--- config.mk ---
export PLATFORM = sky130hd
export DESIGN_NAME = sphr_regs
export DESIGN_NICKNAME = d
export VERILOG_FILES = /design/src/core/sphr_pkg.sv /design/src/core/sphr_regs.sv
export SDC_FILE = /design/constraint.sdc
export NUM_CORES = 1
export LEC_CHECK = 0
export ABC_AREA = 1
export ABC_CLOCK_PERIOD_IN_PS = 3700
export BUFFER_PORTS_ARGS = -buffer_cell sky130_fd_sc_hd__buf_4
export CAP_MARGIN = 5
export CORE_MARGIN = 3
export CORE_UTILIZATION = 64
export DETAILED_ROUTE_END_ITERATION = 10
export HOLD_SLACK_MARGIN = 0.1
export PLACE_DENSITY_LB_ADDON = 0.12
export SYNTH_ARGS = -nofsm -noshare
export SYNTH_HDL_FRONTEND = slang
export SYNTH_SLANG_ARGS = --single-unit
--- constraint.sdc ---
create_clock -name sys_clk -period 3.7 [get_ports sys_clk]
set_input_delay 0.74 -clock sys_clk [delete_from_list [all_inputs] [get_ports sys_clk]]
set_output_delay 0.74 -clock sys_clk [all_outputs]
set_load 0.05 [all_outputs]
--- src/core/sphr_pkg.sv ---
// constants and carrier types for the sensor host status and parameter register slice
package sphr_pkg;
    // ------------------------------------------------------------
    // register offsets (host byte addresses)
    // ------------------------------------------------------------
    localparam logic [7:0] AUX_RESULT_HIGH_OFS = 8'h2D;
    localparam logic [7:0] PARAM_READBACK_OFS = 8'h2E;
    localparam logic [7:0] CHIP_STATE_FLAGS_OFS = 8'h30;
    localparam logic [7:0] ANALOG_KEY_OFS_B3 = 8'h3B;
    localparam logic [7:0] ANALOG_KEY_OFS_B2 = 8'h3C;
    localparam logic [7:0] ANALOG_KEY_OFS_B1 = 8'h3D;
    localparam logic [7:0] ANALOG_KEY_OFS_B0 = 8'h3E;
    // ------------------------------------------------------------
    // reset values and field positions
    // ------------------------------------------------------------
    localparam logic [7:0] BYTE_RESET = 8'h00;
    localparam logic [31:0] ANALOG_KEY_RESET = 32'h00000000;
    localparam logic [7:0] UNMAPPED_READ = 8'h00;
    localparam int AWAKE_FLAG_BIT = 2;
    localparam int SUSPEND_FLAG_BIT = 1;
    localparam int SLEEP_FLAG_BIT = 0;
    // ------------------------------------------------------------
    // parameter memory layout
    // ------------------------------------------------------------
    localparam int PARAM_AW = 5;
    localparam int PARAM_DEPTH = 32;
    localparam logic [4:0] PROX1_INPUT_SELECT_IDX = 5'h07;
    localparam logic [4:0] PROX2_INPUT_SELECT_IDX = 5'h08;
    localparam logic [4:0] PROX3_INPUT_SELECT_IDX = 5'h09;
    localparam logic [4:0] AUX_INPUT_SELECT_IDX = 5'h0F;
    localparam logic [4:0] RSVD_0D_IDX = 5'h0D;
    localparam logic [4:0] RSVD_13_IDX = 5'h13;
    localparam logic [7:0] RSVD_0D_DEFAULT = 8'h02;
    localparam logic [7:0] RSVD_13_DEFAULT = 8'h40;
    localparam logic [7:0] PARAM_DEFAULT = 8'h00;

    typedef enum logic [1:0] {
        PWR_OFF,
        PWR_AWAKE,
        PWR_SUSPEND,
        PWR_SLEEP
    } sphr_pwr_e;

    typedef struct packed {
        logic [7:0] addr;
        logic [7:0] wdata;
        logic wr;
        logic rd;
    } sphr_req_s;

    typedef struct packed {
        logic valid;
        logic store;
        logic [4:0] addr;
        logic [7:0] data;
    } sphr_pcmd_s;
endpackage

--- src/core/sphr_regs.sv ---
// host register slice: aux result high byte, parameter mailbox, chip state, analog key
`timescale 1ns/1ps
`default_nettype none
module sphr_regs (
    input wire logic sys_clk,
    input wire logic rst_n,
    input wire sphr_pkg::sphr_req_s host_req,
    output logic [7:0] host_rdata_ff,
    output logic host_rvalid_ff,
    input wire sphr_pkg::sphr_pcmd_s param_cmd,
    input wire logic aux_done,
    input wire logic [15:0] aux_result,
    input wire logic aux_int_en,
    input wire sphr_pkg::sphr_pwr_e power_state,
    output logic irq_ff,
    output logic [7:0] aux_result_high_ff,
    output logic [7:0] prox1_input_select,
    output logic [7:0] prox2_input_select,
    output logic [7:0] prox3_input_select,
    output logic [7:0] aux_input_select,
    output logic [31:0] reserved_analog_key_ff
);
    // ------------------------------------------------------------
    // state
    // ------------------------------------------------------------
    logic [7:0] param_readback_ff, nxt_param_readback;
    logic [7:0] chip_state_ff, nxt_chip_state;
    logic [7:0] nxt_aux_result_high;
    logic [31:0] nxt_analog_key;
    logic [7:0] nxt_rdata;
    logic nxt_rvalid, nxt_irq;
    logic [7:0] param_mem_ff [sphr_pkg::PARAM_DEPTH];

    // ------------------------------------------------------------
    // host-visible registers
    // ------------------------------------------------------------
    always_comb begin
        nxt_aux_result_high = aux_result_high_ff;
        nxt_param_readback = param_readback_ff;
        nxt_analog_key = reserved_analog_key_ff;
        if (host_req.wr) begin
            case (host_req.addr)
                sphr_pkg::AUX_RESULT_HIGH_OFS: nxt_aux_result_high = host_req.wdata;
                sphr_pkg::PARAM_READBACK_OFS: nxt_param_readback = host_req.wdata;
                sphr_pkg::ANALOG_KEY_OFS_B3: nxt_analog_key[31:24] = host_req.wdata;
                sphr_pkg::ANALOG_KEY_OFS_B2: nxt_analog_key[23:16] = host_req.wdata;
                sphr_pkg::ANALOG_KEY_OFS_B1: nxt_analog_key[15:8] = host_req.wdata;
                sphr_pkg::ANALOG_KEY_OFS_B0: nxt_analog_key[7:0] = host_req.wdata;
                default: nxt_analog_key = reserved_analog_key_ff;
            endcase
        end
        // a completed measurement beats a host write in the same cycle
        if (aux_done) begin
            nxt_aux_result_high = aux_result[15:8];
        end
        // sequencer fetch or store echoes the parameter into the mailbox
        if (param_cmd.valid) begin
            if (param_cmd.store) begin
                nxt_param_readback = param_cmd.data;
            end else begin
                nxt_param_readback = param_mem_ff[param_cmd.addr];
            end
        end
    end

    // ------------------------------------------------------------
    // chip state, interrupt and read path
    // ------------------------------------------------------------
    always_comb begin
        nxt_chip_state = sphr_pkg::BYTE_RESET;
        case (power_state)
            sphr_pkg::PWR_AWAKE: nxt_chip_state[sphr_pkg::AWAKE_FLAG_BIT] = 1'b1;
            sphr_pkg::PWR_SUSPEND: nxt_chip_state[sphr_pkg::SUSPEND_FLAG_BIT] = 1'b1;
            sphr_pkg::PWR_SLEEP: nxt_chip_state[sphr_pkg::SLEEP_FLAG_BIT] = 1'b1;
            default: nxt_chip_state = sphr_pkg::BYTE_RESET;
        endcase
        // level interrupt held until the host reads the aux high byte; new event wins
        nxt_irq = irq_ff;
        if (host_req.rd && host_req.addr == sphr_pkg::AUX_RESULT_HIGH_OFS) begin
            nxt_irq = 1'b0;
        end
        if (aux_done && aux_int_en) begin
            nxt_irq = 1'b1;
        end
        nxt_rvalid = host_req.rd;
        nxt_rdata = host_rdata_ff;
        if (host_req.rd) begin
            case (host_req.addr)
                sphr_pkg::AUX_RESULT_HIGH_OFS: nxt_rdata = aux_result_high_ff;
                sphr_pkg::PARAM_READBACK_OFS: nxt_rdata = param_readback_ff;
                sphr_pkg::CHIP_STATE_FLAGS_OFS: nxt_rdata = chip_state_ff;
                sphr_pkg::ANALOG_KEY_OFS_B3: nxt_rdata = reserved_analog_key_ff[31:24];
                sphr_pkg::ANALOG_KEY_OFS_B2: nxt_rdata = reserved_analog_key_ff[23:16];
                sphr_pkg::ANALOG_KEY_OFS_B1: nxt_rdata = reserved_analog_key_ff[15:8];
                sphr_pkg::ANALOG_KEY_OFS_B0: nxt_rdata = reserved_analog_key_ff[7:0];
                // parameter memory has no host address, so it reads as unmapped
                default: nxt_rdata = sphr_pkg::UNMAPPED_READ;
            endcase
        end
    end

    always_ff @(posedge sys_clk) begin
        if (!rst_n) begin
            aux_result_high_ff <= sphr_pkg::BYTE_RESET;
            param_readback_ff <= sphr_pkg::BYTE_RESET;
            chip_state_ff <= sphr_pkg::BYTE_RESET;
            reserved_analog_key_ff <= sphr_pkg::ANALOG_KEY_RESET;
            host_rdata_ff <= sphr_pkg::BYTE_RESET;
            host_rvalid_ff <= 1'b0;
            irq_ff <= 1'b0;
        end else begin
            aux_result_high_ff <= nxt_aux_result_high;
            param_readback_ff <= nxt_param_readback;
            chip_state_ff <= nxt_chip_state;
            reserved_analog_key_ff <= nxt_analog_key;
            host_rdata_ff <= nxt_rdata;
            host_rvalid_ff <= nxt_rvalid;
            irq_ff <= nxt_irq;
        end
    end

    // ------------------------------------------------------------
    // parameter memory, written only by the store command
    // ------------------------------------------------------------
    for (genvar i = 0; i < sphr_pkg::PARAM_DEPTH; i++) begin : g_param
        logic [7:0] nxt_entry;
        logic [7:0] entry_default;
        always_comb begin
            entry_default = sphr_pkg::PARAM_DEFAULT;
            if (5'(i) == sphr_pkg::RSVD_0D_IDX) begin
                entry_default = sphr_pkg::RSVD_0D_DEFAULT;
            end
            if (5'(i) == sphr_pkg::RSVD_13_IDX) begin
                entry_default = sphr_pkg::RSVD_13_DEFAULT;
            end
            nxt_entry = param_mem_ff[i];
            if (param_cmd.valid && param_cmd.store && param_cmd.addr == 5'(i)) begin
                nxt_entry = param_cmd.data;
            end
        end
        always_ff @(posedge sys_clk) begin
            if (!rst_n) begin
                param_mem_ff[i] <= entry_default;
            end else begin
                param_mem_ff[i] <= nxt_entry;
            end
        end
    end

    // input selects are taken straight from the memory flops
    assign prox1_input_select = param_mem_ff[sphr_pkg::PROX1_INPUT_SELECT_IDX];
    assign prox2_input_select = param_mem_ff[sphr_pkg::PROX2_INPUT_SELECT_IDX];
    assign prox3_input_select = param_mem_ff[sphr_pkg::PROX3_INPUT_SELECT_IDX];
    assign aux_input_select = param_mem_ff[sphr_pkg::AUX_INPUT_SELECT_IDX];

    // ------------------------------------------------------------
    // checks
    // ------------------------------------------------------------
    property p_aux_high;
        @(posedge sys_clk) disable iff (!rst_n)
        aux_done |=> aux_result_high_ff == $past(aux_result[15:8]);
    endproperty
    a_aux_high: assert property (p_aux_high) else $error("aux high byte not loaded");

    property p_mailbox;
        @(posedge sys_clk) disable iff (!rst_n)
        (param_cmd.valid && !param_cmd.store)
            |=> param_readback_ff == $past(param_mem_ff[param_cmd.addr]);
    endproperty
    a_mailbox: assert property (p_mailbox) else $error("mailbox missed fetched value");

    property p_awake;
        @(posedge sys_clk) disable iff (!rst_n)
        power_state == sphr_pkg::PWR_AWAKE |=> chip_state_ff == 8'h04;
    endproperty
    a_awake: assert property (p_awake) else $error("awake flag wrong");

    property p_suspend;
        @(posedge sys_clk) disable iff (!rst_n)
        power_state == sphr_pkg::PWR_SUSPEND |=> chip_state_ff == 8'h02;
    endproperty
    a_suspend: assert property (p_suspend) else $error("suspend flag wrong");

    property p_sleep;
        @(posedge sys_clk) disable iff (!rst_n)
        power_state == sphr_pkg::PWR_SLEEP
            |=> chip_state_ff == 8'h01 && chip_state_ff[7:3] == 5'h00;
    endproperty
    a_sleep: assert property (p_sleep) else $error("sleep flag wrong");

    property p_store;
        @(posedge sys_clk) disable iff (!rst_n)
        (param_cmd.valid && param_cmd.store && param_cmd.addr == sphr_pkg::AUX_INPUT_SELECT_IDX)
            |=> aux_input_select == $past(param_cmd.data);
    endproperty
    a_store: assert property (p_store) else $error("aux input select not stored");

    property p_no_bus_param;
        @(posedge sys_clk) disable iff (!rst_n)
        (!param_cmd.valid && !$past(param_cmd.valid)) |-> $stable(prox1_input_select);
    endproperty
    a_no_bus_param: assert property (p_no_bus_param) else $error("stray param change");

    property p_irq;
        @(posedge sys_clk) disable iff (!rst_n)
        (aux_done && aux_int_en) |=> irq_ff ##0 aux_result_high_ff == $past(aux_result[15:8]);
    endproperty
    a_irq: assert property (p_irq) else $error("interrupt missing after measurement");
endmodule
`default_nettype wire

==> impl_metrics.py <==
metrics = {
    "floorplan": {
        "die_h_microns": 158,
        "ios": 137,
        "initial_core_util_pct": 66.3,
        "rows": 54,
        "dieArea_sq_um": 24900,
        "die_w_microns": 158,
        "core_sq_um": 22200,
    },
    "logic_synthesis": {
        "syn_avg_cell_area_sq_um": 8.24,
        "synth_seq_cells": 317,
        "synth_cell_types": 30,
        "ys_seq_area_share_pct": 58.3,
        "syn_area_sq_um": 14700,
        "synth_nets": 1844,
        "synth_cells": 1789,
        "ys.warnings.count": 0,
    },
    "global_route": {
        "grt_pass1_vias": 11900,
        "grt_usage_pct": 33.3,
        "grt_max_degree": 89,
        "grt_pass1_wl_mm": 64.0,
        "antenna_found_initial": 1,
        "grt-ovfl-total": 0,
    },
    "hold_path": {
        "hold_path_startpoint": "power_state[1]",
        "hp-class": "in2reg",
        "hold_end": "chip_state_ff[2]$_SDFF_PN0_",
        "whs_path_depth": 2,
    },
    "clock_network": {
        "cts_hold_repair.buffers": 0,
        "cts_tree": "yes",
        "cts_max_level": 2,
        "cts_buffers": 34,
        "postCtsSetupBuffers": 0,
        "cts_resized": 0,
        "clk_pin_slew_ns": 0.06,
        "cts.path.max_buffers": 3,
        "root_buffer": "clkbuf_16",
        "insertion_delay_ns": 0.51,
        "cts_sinks": 317,
    },
    "pwr": {
        "leakage_nw": 7.32,
        "vdd_drop_max_mv": 0.425,
        "finalPower_mw": 8.22,
        "power_density_nw_per_um2": 482,
    },
    "worst_setup_path": {
        "crit_path_top_delay_cell": "nor2_1",
        "cp-end-kind": "register",
        "crit_fanout": 44,
        "worst_r2r_path_depth": 10,
        "path_delay_family": "simple AND/OR/NAND/NOR gates",
        "critPathMaxStageDelay_ns": 0.56,
        "reg2reg_to": "param_readback_ff[7]$_SDFFE_PN0P_",
        "cp.buffers_inverters": 2,
        "timing.critical_path.mode_cell": "nor2_1",
        "required_ns": 4.05,
        "cp-start-kind": "input port",
        "critPathKind": "in2reg",
        "r2r_start": "param_mem_ff[14][7]$_SDFFCE_PN0P_",
        "reg2reg_slack_ns": 2.29,
        "crit_chain": "buf_4 > nor2_4 > inv_2 > nor2_1 > nand3_1 > nor2_1",
        "critPathArrivalTime_ns": 2.87,
    },
    "final_layout": {
        "layout_common_cells": "nand2_1 (642), nor2_1 (310), edfxtp_1 (224), buf_4 (156), a21oi_1 (98)",
        "area_delta_synth_final_pct": 15.7,
        "final_common_cell": "nand2_1",
        "fin_nets": 1940,
        "drive_gt1_share_pct": 12.6,
    },
    "place": {
        "hpwl_mm": 27.3,
        "place_congestion": 0.951,
        "port_buffers": 128,
    },
    "sta": {
        "fmax_mhz": 397,
        "tns_ns": 0,
        "min_period_ns": 2.52,
        "tightestPinTransition_ns": 0.902,
        "finalHoldViolCount": 0,
        "rsz0062_at_grt": "false",
        "skew_ns": 0.0168,
        "post-route-period-util_pct": 68.1,
        "setup_viol": 0,
        "slew_viol_final": 0,
        "slew_headroom_pct": 39.8,
    },
    "routing": {
        "drc": 0,
        "vias_per_cell": 5.85,
        "drt-pass1-iter-count": 8,
        "vias": 12800,
        "drt-total-wl_mm": 41.7,
        "ant_nets": 0,
        "drtIter0Drc": 1729,
        "avgRoutedWirePerCell_microns": 19.0,
    },
    "flow_run": {
        "drv_cap": 0,
    },
    "status": {
        "status": "finished clean",
    },
}
## final cells by class
class                           instances  area (sq um)
Antenna cell                            1          2.50
Tap cell                              280           350
Sequential cell                       317          8590
Multi-Input combinational cell       1288          5400
Clock buffer                           48          1030
Timing Repair Buffer                  158          1210
Inverter                               86           324
Fill cell                            1519          5180
Clock inverter                         14           151
## synthesized netlist by cell type (all sizes together)
library cell	instances	share of area, %
a31oi	4	0.17
a21oi	98	3.3
a211oi	8	0.41
clkbuf	54	1.4
clkinv	5	0.14
nor4	2	0.085
edfxtp	224	46
nand3	94	3.2
dfxtp	93	13
nand2	644	16
inv	81	2.1
nand4	3	0.13
buf	44	1.5
nor2	325	8.8
nor3	7	0.39
o21ai	99	3.5
o22ai	4	0.17
## layer usage
metal,up-vias,GRT usage (%),share of wire [%]
li1,6010,-,-
met1,5885,45.7,38
met2,799,53.4,47
met3,137,6.23,11
met4,0,13.0,4.2
met5,-,0,0
## registers in the layout, indices dropped and copies added, names as in the netlist
| register | count |
|---|---|
| param_mem_ff | 256 |
| chip_state_ff | 3 |
| irq_ff | 1 |
| host_rvalid_ff | 1 |
| host_rdata_ff | 8 |
| aux_result_high_ff | 8 |
| reserved_analog_key_ff | 32 |
| param_readback_ff | 8 |
## power by group
part | total, mW | switching, mW | leakage (nW) | internal, mW
Combinational | 0.703 | 0.520 | 3.86 | 0.183
Clock | 3.53 | 1.37 | 0.575 | 2.16
Sequential | 3.99 | 0.0507 | 2.89 | 3.94
Total | 8.22 | 1.94 | 7.32 | 6.28
## stage by stage
step	area, sq um	utilization, %	instances	setup WS [ns]	hold WS, ns
CTS	17000	76.7	2191	1.29	0.401
detailed placement	15900	71.4	2129	0.774	0.456
global placement	15900	71.4	2129	0.858	0.448
floorplan	14700	-	1789	1.31	0.502
global route	17100	76.7	2192	1.11	0.406
finish	17100	76.7	2192	1.18	0.412
## worst reg2reg max path, cell delays in order, from the launching register on
cell      delay [ns]
edfxtp_1        0.37
nand2_1         0.10
nand2_1         0.07
nand2_1         0.08
nand2_1         0.07
nand2_1         0.05
nand2_1         0.06
nor2_1          0.21
nand2_1         0.09
nand3_1         0.09
a21oi_1         0.08
## worst max path at each step
stage / to / cells after the start / slack (ns) / from
global placement: param_mem_ff[12][7]$_SDFFCE_PN0P_ / 6 / 0.86 / param_cmd[9]
global route: param_mem_ff[28][6]$_SDFFCE_PN0P_ / 6 / 1.11 / param_cmd[9]
detailed placement: param_mem_ff[28][5]$_SDFFCE_PN0P_ / 6 / 0.77 / param_cmd[9]
CTS: param_mem_ff[28][5]$_SDFFCE_PN0P_ / 6 / 1.29 / param_cmd[9]
finish: param_mem_ff[28][5]$_SDFFCE_PN0P_ / 6 / 1.18 / param_cmd[9]
floorplan: param_mem_ff[16][0]$_SDFFCE_PN0P_ / 5 / 1.31 / param_cmd[12]
## cell families after synthesis
kind of cell,after synthesis,share of synthesized area (%)
AOI/OAI and AO/OA,213,7.54
buffers and inverters,184,5.12
DFF,317,58.3
and+or+nand+nor,1075,29.1
(Power assumes the default switching activity.)
